==> config.mk <==
export PLATFORM = sky130hd
export DESIGN_NAME = bbpp_port
export DESIGN_NICKNAME = d
export VERILOG_FILES = /design/src/rtl/bbpp_pkg.sv /design/src/rtl/bbpp_port.sv
export SDC_FILE = /design/constraint.sdc
export NUM_CORES = 1
export LEC_CHECK = 0
export BUFFER_PORTS_ARGS = -buffer_cell sky130_fd_sc_hd__buf_4
export CAP_MARGIN = 20
export CORE_ASPECT_RATIO = 1.1
export CORE_MARGIN = 3
export CORE_UTILIZATION = 55
export CTS_CLUSTER_DIAMETER = 80
export DETAILED_ROUTE_END_ITERATION = 8
export MAX_ROUTING_LAYER = met4
export PLACE_DENSITY = 0.76
export SLEW_MARGIN = 10
export SYNTH_ARGS = -nofsm -noshare
export SYNTH_HDL_FRONTEND = slang
export SYNTH_SLANG_ARGS = --single-unit
==> constraint.sdc <==
create_clock -name sys_clk_i -period 2.7 [get_ports sys_clk_i]
set_input_delay 0.135 -clock sys_clk_i [delete_from_list [all_inputs] [get_ports sys_clk_i]]
set_output_delay 0.135 -clock sys_clk_i [all_outputs]
set_load 0.02 [all_outputs]
==> src/rtl/bbpp_pkg.sv <==
// bbpp_pkg: constants and types for the bit-bang parallel port
// assumes: one 200 MHz system clock, host command port of plain strobes
package bbpp_pkg;
	// ------------------------------------------------------------
	// register map (word index = byte address / 4)
	// ------------------------------------------------------------
	localparam logic [3:0] ADDR_MODE_A = 4'h0;
	localparam logic [3:0] ADDR_DIR_A = 4'h1;
	localparam logic [3:0] ADDR_DATA_A = 4'h2;
	localparam logic [3:0] ADDR_STAT_A = 4'h3;
	localparam logic [3:0] ADDR_MODE_B = 4'h4;
	localparam logic [3:0] ADDR_DIR_B = 4'h5;
	localparam logic [3:0] ADDR_DATA_B = 4'h6;
	localparam logic [3:0] ADDR_STAT_B = 4'h7;
	localparam logic [3:0] ADDR_BAUD = 4'h8;
	localparam logic [3:0] ADDR_CFG = 4'h9;
	// ------------------------------------------------------------
	// pin-mode command codes
	// ------------------------------------------------------------
	localparam logic [7:0] PMODE_RESET = 8'h00;
	localparam logic [7:0] PMODE_ASYNC = 8'h01;
	localparam logic [7:0] PMODE_SSE = 8'h02;
	localparam logic [7:0] PMODE_SYNC = 8'h04;
	// ------------------------------------------------------------
	// primary channel modes (cfg register field codes)
	// ------------------------------------------------------------
	localparam logic [1:0] PRIM_FIFO = 2'h0;
	localparam logic [1:0] PRIM_CPU = 2'h1;
	localparam logic [1:0] PRIM_FISO = 2'h2;
	localparam logic [1:0] PRIM_UART = 2'h3;
	// ------------------------------------------------------------
	// field positions and reset values
	// ------------------------------------------------------------
	localparam int CFG_PRIM_A_LSB = 0;
	localparam int CFG_PRIM_B_LSB = 2;
	localparam int CFG_PULLDN_BIT = 4;
	localparam int CFG_SUSP_BIT = 5;
	localparam logic [15:0] BAUD_RESET = 16'h00C8;
	localparam logic [7:0] DIR_RESET = 8'h00;
	localparam logic [7:0] DATA_RESET = 8'h00;
	// ------------------------------------------------------------
	// timing: fastest advised baud tick period and the clock rate
	// ------------------------------------------------------------
	localparam int CLK_MHZ = 200;
	localparam int MIN_TICK_NS = 1000;
	localparam int MIN_TICK_CYC = (MIN_TICK_NS * CLK_MHZ + 999) / 1000;
	// ------------------------------------------------------------
	// types
	// ------------------------------------------------------------
	typedef enum logic [5:0] {
		BBPP_IDLE = 6'b00_0001,
		BBPP_SAMP = 6'b00_0010,
		BBPP_RDHI = 6'b00_0100,
		BBPP_SETUP = 6'b00_1000,
		BBPP_WRLO = 6'b01_0000,
		BBPP_WRHI = 6'b10_0000
	} bbpp_state_t;
	typedef struct packed {
		logic [7:0] out;
		logic [7:0] oe;
		logic wr_n;
		logic rd_n;
	} bbpp_pins_t;
endpackage

==> src/rtl/bbpp_port.sv <==
// bbpp_port: two-channel bit-bang parallel port with register access
// assumes: synchronous pin inputs, host obeys the advised baud limit
// Summary of operation
// - active bit-bang mode turns a channel's eight lines into one data bus
// - channels A and B operate bit-bang independently or together
// - per-pin direction; written data drives only output pins
// - async mode clocks written bytes out at the baud generator pace
// - async pins change only on new byte plus tick, else hold
// - async mode drives only the write strobe out on pins
// - async mode entered by code 0x01, left by 0x00
// - sync mode outputs a byte only with receive room
// - sync mode samples pins before driving each new byte
// - sync order: sample, read high, read low and drive, setup, write
// - sync mode entered by 0x04, left by 0x00, strobes off chip
// - fifo, cpu or fast serial primary uses the main strobe pins
// - uart primary moves the strobes to the alternate pins
// - channel B refuses bit-bang while fast serial is primary
// - input pins pulled low in suspend when config bit set
// - sync serial engine exists on channel A only, code 0x02
// - suspend indicator output is one while suspended
//
// Design decisions made here: the address map and the address-and-strobe port.
`timescale 1ns/1ps
`default_nettype none
module bbpp_port #(
	parameter int CH = 2
) (
	input wire logic sys_clk_i,
	input wire logic rst_i,
	input wire logic clk_en_i,
	input wire logic [3:0] addr_i,
	input wire logic [15:0] wdata_i,
	input wire logic wr_i,
	input wire logic rd_i,
	output logic [15:0] rdata_o,
	input wire logic [7:0] pin_a_i,
	input wire logic [7:0] pin_b_i,
	output logic [7:0] pin_a_o,
	output logic [7:0] pin_b_o,
	output logic [7:0] pin_a_oe_o,
	output logic [7:0] pin_b_oe_o,
	output logic [7:0] pin_a_pulldn_o,
	output logic [7:0] pin_b_pulldn_o,
	output logic [1:0] strb_main_wr_n_o,
	output logic [1:0] strb_main_rd_n_o,
	output logic [1:0] strb_alt_wr_n_o,
	output logic [1:0] strb_alt_rd_n_o,
	output logic sse_active_o,
	output logic suspend_indicator_o
);
	// ------------------------------------------------------------
	// shared configuration
	// ------------------------------------------------------------
	logic [15:0] baud_q;
	logic [5:0] cfg_q;
	logic [15:0] bcnt_q;
	logic tick;
	logic [7:0] pin_in [CH];
	logic [7:0] rd_mode [CH];
	logic [7:0] rd_dir [CH];
	logic [7:0] rd_stat [CH];
	logic [7:0] rd_samp [CH];
	bbpp_pkg::bbpp_pins_t pins [CH];
	logic [1:0] prim [CH];

	assign pin_in[0] = pin_a_i;
	assign pin_in[1] = pin_b_i;
	assign prim[0] = cfg_q[bbpp_pkg::CFG_PRIM_A_LSB +: 2];
	assign prim[1] = cfg_q[bbpp_pkg::CFG_PRIM_B_LSB +: 2];
	assign tick = (bcnt_q == 16'h0000);

	always_ff @(posedge sys_clk_i) begin
		if (rst_i) begin
			baud_q <= bbpp_pkg::BAUD_RESET;
			cfg_q <= 6'h00;
		end else if (clk_en_i && wr_i) begin
			if (addr_i == bbpp_pkg::ADDR_BAUD)
				baud_q <= wdata_i;
			if (addr_i == bbpp_pkg::ADDR_CFG)
				cfg_q <= wdata_i[5:0];
		end
	end

	// baud generator: one tick every baud_q + 1 cycles
	always_ff @(posedge sys_clk_i) begin
		if (rst_i)
			bcnt_q <= 16'h0000;
		else if (clk_en_i)
			bcnt_q <= tick ? baud_q : bcnt_q - 16'h0001;
	end

	// ------------------------------------------------------------
	// per-channel engine
	// ------------------------------------------------------------
	for (genvar c = 0; c < CH; c++) begin : g_ch
		localparam logic [3:0] AM = c ? bbpp_pkg::ADDR_MODE_B
			: bbpp_pkg::ADDR_MODE_A;
		localparam logic [3:0] AD = c ? bbpp_pkg::ADDR_DIR_B
			: bbpp_pkg::ADDR_DIR_A;
		localparam logic [3:0] AT = c ? bbpp_pkg::ADDR_DATA_B
			: bbpp_pkg::ADDR_DATA_A;
		localparam logic [3:0] AS = c ? bbpp_pkg::ADDR_STAT_B
			: bbpp_pkg::ADDR_STAT_A;
		logic [7:0] mode_q;
		logic [7:0] dir_q;
		logic [7:0] out_q;
		logic [7:0] pend_q;
		logic pend_v_q;
		logic [7:0] samp_q;
		logic samp_v_q;
		logic wr_n_q;
		logic rd_n_q;
		logic ovf_q;
		bbpp_pkg::bbpp_state_t st_q;
		logic refuse;
		logic bb_on;
		logic is_async;
		logic is_sync;
		logic wr_hit;
		logic rd_take;

		// channel B has no bit-bang under fast serial primary
		assign refuse = (c == 1) && (prim[c] == bbpp_pkg::PRIM_FISO);
		assign is_async = (mode_q == bbpp_pkg::PMODE_ASYNC);
		assign is_sync = (mode_q == bbpp_pkg::PMODE_SYNC);
		assign bb_on = is_async || is_sync;
		assign wr_hit = clk_en_i && wr_i && (addr_i == AT);
		assign rd_take = clk_en_i && rd_i && (addr_i == AT);

		// mode command; bad codes and refused modes fall back to primary
		always_ff @(posedge sys_clk_i) begin
			if (rst_i) begin
				mode_q <= bbpp_pkg::PMODE_RESET;
			end else if (clk_en_i && wr_i && addr_i == AM) begin
				case (wdata_i[7:0])
					bbpp_pkg::PMODE_ASYNC:
						mode_q <= refuse ? bbpp_pkg::PMODE_RESET
							: bbpp_pkg::PMODE_ASYNC;
					bbpp_pkg::PMODE_SYNC:
						mode_q <= refuse ? bbpp_pkg::PMODE_RESET
							: bbpp_pkg::PMODE_SYNC;
					bbpp_pkg::PMODE_SSE:
						mode_q <= (c == 0) ? bbpp_pkg::PMODE_SSE
							: bbpp_pkg::PMODE_RESET;
					default:
						mode_q <= bbpp_pkg::PMODE_RESET;
				endcase
			end else if (refuse && bb_on) begin
				mode_q <= bbpp_pkg::PMODE_RESET;
			end
		end

		always_ff @(posedge sys_clk_i) begin
			if (rst_i)
				dir_q <= bbpp_pkg::DIR_RESET;
			else if (clk_en_i && wr_i && addr_i == AD)
				dir_q <= wdata_i[7:0];
		end

		// pending byte from the host, one deep
		always_ff @(posedge sys_clk_i) begin
			if (rst_i || (clk_en_i && !bb_on)) begin
				pend_v_q <= 1'b0;
				pend_q <= bbpp_pkg::DATA_RESET;
			end else if (clk_en_i) begin
				if (wr_hit) begin
					pend_q <= wdata_i[7:0];
					pend_v_q <= 1'b1;
				end else if ((is_async && tick && st_q == bbpp_pkg::BBPP_IDLE)
					|| st_q == bbpp_pkg::BBPP_SAMP) begin
					pend_v_q <= 1'b0;
				end
			end
		end

		// strobe and transfer sequencer
		always_ff @(posedge sys_clk_i) begin
			if (rst_i || (clk_en_i && !bb_on)) begin
				st_q <= bbpp_pkg::BBPP_IDLE;
				wr_n_q <= 1'b1;
				rd_n_q <= 1'b1;
				out_q <= bbpp_pkg::DATA_RESET;
			end else if (clk_en_i) begin
				case (st_q)
					bbpp_pkg::BBPP_IDLE: begin
						rd_n_q <= 1'b1;
						wr_n_q <= 1'b1;
						if (pend_v_q && !wr_hit && tick) begin
							if (is_async) begin
								out_q <= pend_q;
								wr_n_q <= 1'b0;
								st_q <= bbpp_pkg::BBPP_WRHI;
							end else if (!samp_v_q || rd_take) begin
								rd_n_q <= 1'b0;
								st_q <= bbpp_pkg::BBPP_SAMP;
							end
						end
					end
					bbpp_pkg::BBPP_SAMP: begin
						rd_n_q <= 1'b1;
						st_q <= bbpp_pkg::BBPP_RDHI;
					end
					bbpp_pkg::BBPP_RDHI: begin
						rd_n_q <= 1'b0;
						out_q <= pend_q;
						st_q <= bbpp_pkg::BBPP_SETUP;
					end
					bbpp_pkg::BBPP_SETUP: begin
						st_q <= bbpp_pkg::BBPP_WRLO;
					end
					bbpp_pkg::BBPP_WRLO: begin
						wr_n_q <= 1'b0;
						st_q <= bbpp_pkg::BBPP_WRHI;
					end
					bbpp_pkg::BBPP_WRHI: begin
						wr_n_q <= 1'b1;
						rd_n_q <= 1'b1;
						st_q <= bbpp_pkg::BBPP_IDLE;
					end
					default: begin
						st_q <= bbpp_pkg::BBPP_IDLE;
					end
				endcase
			end
		end

		// sync return sample; async mode reads live pins
		always_ff @(posedge sys_clk_i) begin
			if (rst_i || (clk_en_i && !bb_on)) begin
				samp_q <= 8'h00;
				samp_v_q <= 1'b0;
				ovf_q <= 1'b0;
			end else if (clk_en_i) begin
				if (st_q == bbpp_pkg::BBPP_SAMP && is_sync) begin
					samp_q <= pin_in[c];
					samp_v_q <= 1'b1;
				end else if (rd_take) begin
					samp_v_q <= 1'b0;
				end
				if (wr_hit && pend_v_q)
					ovf_q <= 1'b1;
				else if (clk_en_i && rd_i && addr_i == AS)
					ovf_q <= 1'b0;
			end
		end

		always_ff @(posedge sys_clk_i) begin
			if (rst_i) begin
				pins[c] <= '{out: 8'h00, oe: 8'h00, wr_n: 1'b1, rd_n: 1'b1};
			end else if (clk_en_i) begin
				pins[c].out <= out_q & dir_q;
				pins[c].oe <= bb_on ? dir_q : 8'h00;
				pins[c].wr_n <= wr_n_q;
				pins[c].rd_n <= rd_n_q;
			end
		end

		assign rd_mode[c] = mode_q;
		assign rd_dir[c] = dir_q;
		assign rd_samp[c] = is_sync ? samp_q : pin_in[c];
		assign rd_stat[c] = {st_q != bbpp_pkg::BBPP_IDLE, ovf_q, refuse,
			samp_v_q, pend_v_q, bb_on, is_sync, is_async};
	end

	// ------------------------------------------------------------
	// pin outputs, strobe routing and suspend
	// ------------------------------------------------------------
	always_ff @(posedge sys_clk_i) begin
		if (rst_i) begin
			pin_a_o <= 8'h00;
			pin_b_o <= 8'h00;
			pin_a_oe_o <= 8'h00;
			pin_b_oe_o <= 8'h00;
			pin_a_pulldn_o <= 8'h00;
			pin_b_pulldn_o <= 8'h00;
			suspend_indicator_o <= 1'b0;
			sse_active_o <= 1'b0;
		end else if (clk_en_i) begin
			pin_a_o <= pins[0].out;
			pin_b_o <= pins[1].out;
			pin_a_oe_o <= pins[0].oe;
			pin_b_oe_o <= pins[1].oe;
			suspend_indicator_o <= cfg_q[bbpp_pkg::CFG_SUSP_BIT];
			pin_a_pulldn_o <= (cfg_q[bbpp_pkg::CFG_SUSP_BIT]
				&& cfg_q[bbpp_pkg::CFG_PULLDN_BIT])
				? ~pins[0].oe : 8'h00;
			pin_b_pulldn_o <= (cfg_q[bbpp_pkg::CFG_SUSP_BIT]
				&& cfg_q[bbpp_pkg::CFG_PULLDN_BIT])
				? ~pins[1].oe : 8'h00;
			sse_active_o <= (rd_mode[0] == bbpp_pkg::PMODE_SSE);
		end
	end

	for (genvar s = 0; s < CH; s++) begin : g_strb
		always_ff @(posedge sys_clk_i) begin
			if (rst_i) begin
				strb_main_wr_n_o[s] <= 1'b1;
				strb_main_rd_n_o[s] <= 1'b1;
				strb_alt_wr_n_o[s] <= 1'b1;
				strb_alt_rd_n_o[s] <= 1'b1;
			end else if (clk_en_i) begin
				if (prim[s] == bbpp_pkg::PRIM_UART) begin
					strb_alt_wr_n_o[s] <= pins[s].wr_n;
					strb_alt_rd_n_o[s] <= pins[s].rd_n;
					strb_main_wr_n_o[s] <= 1'b1;
					strb_main_rd_n_o[s] <= 1'b1;
				end else begin
					strb_main_wr_n_o[s] <= pins[s].wr_n;
					strb_main_rd_n_o[s] <= pins[s].rd_n;
					strb_alt_wr_n_o[s] <= 1'b1;
					strb_alt_rd_n_o[s] <= 1'b1;
				end
			end
		end
	end

	// ------------------------------------------------------------
	// register read port
	// ------------------------------------------------------------
	always_ff @(posedge sys_clk_i) begin
		if (rst_i) begin
			rdata_o <= 16'h0000;
		end else if (clk_en_i) begin
			rdata_o <= 16'h0000;
			if (rd_i) begin
				case (addr_i)
					bbpp_pkg::ADDR_MODE_A: rdata_o <= {8'h00, rd_mode[0]};
					bbpp_pkg::ADDR_DIR_A: rdata_o <= {8'h00, rd_dir[0]};
					bbpp_pkg::ADDR_DATA_A: rdata_o <= {8'h00, rd_samp[0]};
					bbpp_pkg::ADDR_STAT_A: rdata_o <= {8'h00, rd_stat[0]};
					bbpp_pkg::ADDR_MODE_B: rdata_o <= {8'h00, rd_mode[1]};
					bbpp_pkg::ADDR_DIR_B: rdata_o <= {8'h00, rd_dir[1]};
					bbpp_pkg::ADDR_DATA_B: rdata_o <= {8'h00, rd_samp[1]};
					bbpp_pkg::ADDR_STAT_B: rdata_o <= {8'h00, rd_stat[1]};
					bbpp_pkg::ADDR_BAUD: rdata_o <= baud_q;
					bbpp_pkg::ADDR_CFG: rdata_o <= {10'h000, cfg_q};
					default: rdata_o <= 16'h0000;
				endcase
			end
		end
	end
endmodule
`default_nettype wire

After elaboration in Yosys (flattened, before gate mapping)
Memories as Yosys holds them, arrays and structs flattened.
Cells that the tools add are included.
W data, S select, Z words.
- latch bits: 0
- input port bits: 41
- memory bits (writable): 36
- memories kept: 1
- memory bits (read-only): 0
- flip-flop bits (word level): 214
- output and inout port bits: 74
- memory list (name ; words ; bits a word ; rd ports ; clocked after memory_dff ; write ports ; line ; source):
    pins ; 2 ; 18 ; 2 ; 0 ; 2 ; bbpp_port.sv:63 ; bbpp_pkg::bbpp_pins_t pins [CH];
- muxes and demuxes: 76
- magnitude comparators: 0
- reductions and logical operators: 79
- multiply operators: 0
- shifts and indexed selects: 0
- div/mod/pow operators: 0
- add/subtract/negate cells: 1
- bitwise gates (word level): 12
- eq/ne operators: 40
- operators with widths (cell ; count):
    $pmux W16 S10 ; 1
    $mux W8 ; 16
    $pmux W6 S5 ; 2
    $mux W1 ; 40
    $mux W6 ; 6
    $mux W16 ; 2
    $pmux W8 S2 ; 2
    $reduce_and A2 Y1 ; 16
    $logic_and A1 B1 Y1 ; 28
    $eq A8 B1 Y1 const B ; 3
    $eq A8 B3 Y1 const B ; 3
    $reduce_bool A2 Y1 ; 9
    $and A8 B8 Y8 ; 2
    $eq A4 B3 Y1 const B ; 4
    $eq A8 B2 Y1 const B ; 2
    $logic_not A16 Y1 ; 1
    $not A8 Y8 ; 2
    $sub A16 B1 Y16 const B ; 1
    $eq A6 B1 Y1 const B ; 2
    $eq A6 B2 Y1 const B ; 2
    $eq A6 B3 Y1 const B ; 2
    $eq A6 B4 Y1 const B ; 2
    $eq A6 B5 Y1 const B ; 2
    $eq A6 B6 Y1 const B ; 2
    20 further kinds ; 56

Logic depth before layout (Yosys ltp)
- depth after elaboration: 7
- gate-level depth with buffers: 9
- gate-level depth less buffers: 7

Worst setup path after synthesis
OpenSTA, ideal clock, no wires.
- path type: reg-to-reg
- start point: reg bcnt_q[0]
- end point: reg g_ch[0].out_q[0]
- required time: 2.572 ns
- buffers on the path: 0
- arrival time: 2.328 ns
- slack: 0.245 ns
- cell stages (with the launch flop): 8
- setup time: 0.128 ns
- cells stage by stage: dfxtp_1 -> inv_1 -> ha_1 -> or4b_1 -> or4_4 -> o31ai_4 -> mux2i_1 -> nor2_1
- word-level cells in the longest chain between the ends: 4
- RTL lines (what ; line ; source):
    from (decl) ; bbpp_port.sv:56 ; logic [15:0] bcnt_q;
    from (signal assigned) ; bbpp_port.sv:89 ; bcnt_q <= tick ? baud_q : bcnt_q - 16'h0001;
    $logic_not A16 Y1 ; bbpp_port.sv:70 ; assign tick = (bcnt_q == 16'h0000);
    $logic_and A1 B1 Y1 ; bbpp_port.sv:188 ; if (pend_v_q && !wr_hit && tick) begin
    $ne A2 B1 Y1 (no line) ; n/a ;
    $reduce_and A4 Y1 (no line) ; n/a ;
    to (signal assigned) ; bbpp_port.sv:182 ; out_q <= bbpp_pkg::DATA_RESET;
    to (signal assigned) ; bbpp_port.sv:190 ; out_q <= pend_q;
    to (signal assigned) ; bbpp_port.sv:205 ; out_q <= pend_q;
    to (decl) ; bbpp_port.sv:106 ; logic [7:0] out_q;
Every way passes these cells.
A chain may end at the register's enable or synchronous reset.

Final worst setup path
- start point: reg bcnt_q[0]
- end point: reg g_ch[0].out_q[5]
The elaborated chain is that of the path after synthesis.

==> flow_summary_export.csv <==
group,metric,value,unit
cts,numCtsBuffers,25,
min_path,min_path_type,"input port to register",
detailed_routing,drt-initial-drc-count,820,
power_and_ir_drop,p_leak,4.92,nW
cts,cts_setup_buffers,0,
critical_path,end_kind,"register",
place,dp_cells,1433,
detailed_routing,antenna_left,0,
critical_path,critPathMaxStageDelay,0.61,ns
timing,fin_ws,0.167,ns
floorplanning,fp.coreArea,18000,um2
timing,totalNegativeSetupSlack,0,ns
place,globalplace.congestion,0.962,
flow_run,drv_cap,0,
cells_and_area,fin_cells,1512,
timing,fin_worst_skew,0.0116,ns
logic_synthesis,avgSynthCellArea,9.11,um2
logic_synthesis,yosysTopAreaCellShare,39.7,%
critical_path,ff2ff_path_depth,8,
critical_path,worstPathArrival,2.95,ns
floorplanning,num_rows,51,
critical_path,required,3.12,ns
cells_and_area,syn_to_final_growth,23.0,%
logic_synthesis,async_reset_ff_share,0,%
detailed_routing,route.detailed.drc,0,
critical_path,cp.depth,8,
timing,finalMaxSlewViolations,0,
logic_synthesis,synth_fp_nets,1169,
timing,timing.fmax,395,MHz
floorplanning,die_w,136,um
floorplanning,die_y,149,um
logic_synthesis,syn_inst,1125,
critical_path,crit_family,"simple AND/OR/NAND/NOR gates",
critical_path,cp.buffers_inverters,2,
timing,relSlewSlack,43.5,%
cells_and_area,final_nets,1299,
logic_synthesis,synth_edf_count,36,
global_route,antenna_found_initial,0,
timing,hold_viol_final,0,
global_route,grt_pass1_wl,45.1,mm
detailed_routing,wire_per_inst,18.9,um
power_and_ir_drop,ir_worst_vdd,0.000742,V
cells_and_area,drive_above_1_share,16.8,%
logic_synthesis,yosys_warnings,0,
place,io_buffers,114,
logic_synthesis,ys_types,67,
logic_synthesis,yosys-top-cells-area,"dfxtp_1 40%, edfxtp_1 11%, mux2i_1 10%, nand2_1 5.5%, nor2_1 4.3%",
timing,worst_slew_pin_slew,0.842,ns
cells_and_area,utilization,70.0,%
cts,htree_levels,1,
detailed_routing,num_vias,8930,
detailed_routing,vias_per_cell,5.91,
cells_and_area,mostFrequentLayoutCell,"dfxtp_1",
global_route,grt_usage,28.5,%
global_route,grt_pass1_vias,8471,
floorplanning,die_area,20300,um2
place,dp.final_hpwl,19.2,mm
cells_and_area,fillers,1430,
cts,clockRootBuffer,"clkbuf_16",
cts,cts_tree,"yes",
outcome,status,"completed",
floorplanning,start_util,56.9,%
global_route,grt-ovfl-total,0,
cts,clk_path_buf_depth,3,
logic_synthesis,synth_area,10200,um2
detailed_routing,postRouteWirelength,28.6,mm
floorplanning,ios,115,
min_path,hold_depth,4,
power_and_ir_drop,powerDensity,711,nW/um2
critical_path,cp_cell_sequence,"inv_1 -> ha_1 -> or4b_1 -> or4_4 -> o31ai_4 -> buf_12 -> mux2i_1 -> nor2_1",
place,place_ws,0.109,ns
global_route,grt_max_degree,41,
logic_synthesis,yosysTopAreaCell,"dfxtp_1",
cells_and_area,antenna_cells,0,
detailed_routing,first_pass_iters,6,
timing,rsz0062_at_grt,"false",
critical_path,cp_max_fo,8,
critical_path,startpoint_type,"register",
cts,clock_latency,0.53,ns
logic_synthesis,ys_ff_latch,239,
timing,finalSetupViolations,0,
cts,cts.sinks,239,
logic_synthesis,ys_seq_area_share,50.2,%
cts,clkTransAtPathRegs,0.07,ns
timing,finalCritPeriodShare,93.8,%
critical_path,path_class,"register to register",
cells_and_area,layout_common_cells,"203 x dfxtp_1, 149 x nand2_1, 145 x buf_4",
logic_synthesis,yosys_most_used_dff,"dfxtp_1",
critical_path,critPathSlowestCell,"or4_4",
timing,fin_crit,2.53,ns
-- logic make-up (layout without fill, tap and decap cells) --
kind of cell | Yosys count | after routing | synth area share, %
and+or+nand+nor | 450 | 450 | 21.1
DFF | 239 | 239 | 50.2
AOI/OAI and AO/OA | 225 | 225 | 13.8
muxes | 107 | 107 | 10.5
buffers and inverters | 94 | 243 | 3.48
xor gates and xnor gates | 7 | 7 | 0.598
adders and majority gates | 3 | 3 | 0.366
-- layout make-up --
class / instances / area [um2] / area share [%]
Tap cell: 238 / 298 / 2.36
Inverter: 17 / 63.8 / 0.506
Sequential cell: 239 / 5140 / 40.8
Clock buffer: 31 / 698 / 5.54
Multi-Input combinational cell: 792 / 4760 / 37.8
Clock inverter: 15 / 181 / 1.44
Timing Repair Buffer: 180 / 1460 / 11.6
-- synth_stat cells (all sizes together), types with 6 or more instances --
master	n
nand2	149
o22ai	12
edfxtp	36
nor2	118
and2	21
a21oi	80
nand3	35
nor4	13
nor2b	6
a22oi	6
nor4b	8
o21ai	55
xor2	6
nor3	16
inv	16
a221oi	7
o32ai	6
a22o	9
dfxtp	203
nand4	8
o211ai	7
nand2b	14
mux2i	102
or2	6
and3	29
o221ai	11
clkbuf	72
or3	10
-- layer usage --
| layer | vias up | GRT usage (%) | wire length, um |
|---|---|---|---|
| met5 | - | - | 0 |
| met4 | 0 | 10.5 | 998 |
| met3 | 72 | 4.96 | 2280 |
| met2 | 379 | 44.0 | 13100 |
| met1 | 4227 | 37.8 | 12300 |
| li1 | 4252 | - | - |
-- worst register-to-register path, stage by stage (launching register included) --
cell,delay (ns)
dfxtp_1,0.33
inv_1,0.09
ha_1,0.16
or4b_1,0.48
or4_4,0.61
o31ai_4,0.30
buf_12,0.17
mux2i_1,0.22
nor2_1,0.05
-- sequential cells by signal, indices dropped and copies added (netlist names), 5 cells and up --
name            cells
baud_q             16
bcnt_q             16
cfg_q               6
g_ch.dir_q         16
g_ch.mode_q         5
g_ch.out_q         16
g_ch.pend_q        16
g_ch.samp_q        16
g_ch.st_q          12
pin_a_o             8
pin_a_oe_o          8
pin_a_pulldn_o      8
pin_b_o             8
pin_b_oe_o          8
pin_b_pulldn_o      8
pins               36
rdata_o            16
-- stage by stage --
step	hold WS (ns)	total power, mW	cell area (um2)
3_5_place_dp	0.386	5.34	11400
5_1_grt	0.127	9.33	12600
2_1_floorplan	0.259	4.91	10200
6_report	0.0990	8.97	12600
3_3_place_gp	0.379	5.31	11400
4_1_cts	0.0829	8.98	12600
-- power by group --
group / total [mW] / internal, mW / switching (mW)
Combinational: 1.44 / 0.594 / 0.842
Sequential: 3.89 / 3.76 / 0.130
Clock: 3.64 / 2.22 / 1.43
Total: 8.97 / 6.57 / 2.40
-- timing repair --
item / CTS / global route
resized for setup: 0 / 1
endpoints found under the setup margin: 0 / 2
hold buffers: 33 / 0
endpoints found under the hold margin: 75 / 0
-- worst paths after layout --
path	slack (ns)	endpoint	startpoint
setup / recovery	0.17	g_ch[0].out_q[5]	bcnt_q[0]
hold / removal	0.1	rdata_o[1]	addr_i[3]
setup reg to reg	0.17	g_ch[0].out_q[5]	bcnt_q[0]
hold reg to reg	0.45	pin_a_pulldn_o[4]	pin_a_pulldn_o[4]
Note: power is estimated with default switching activity, not from simulation.
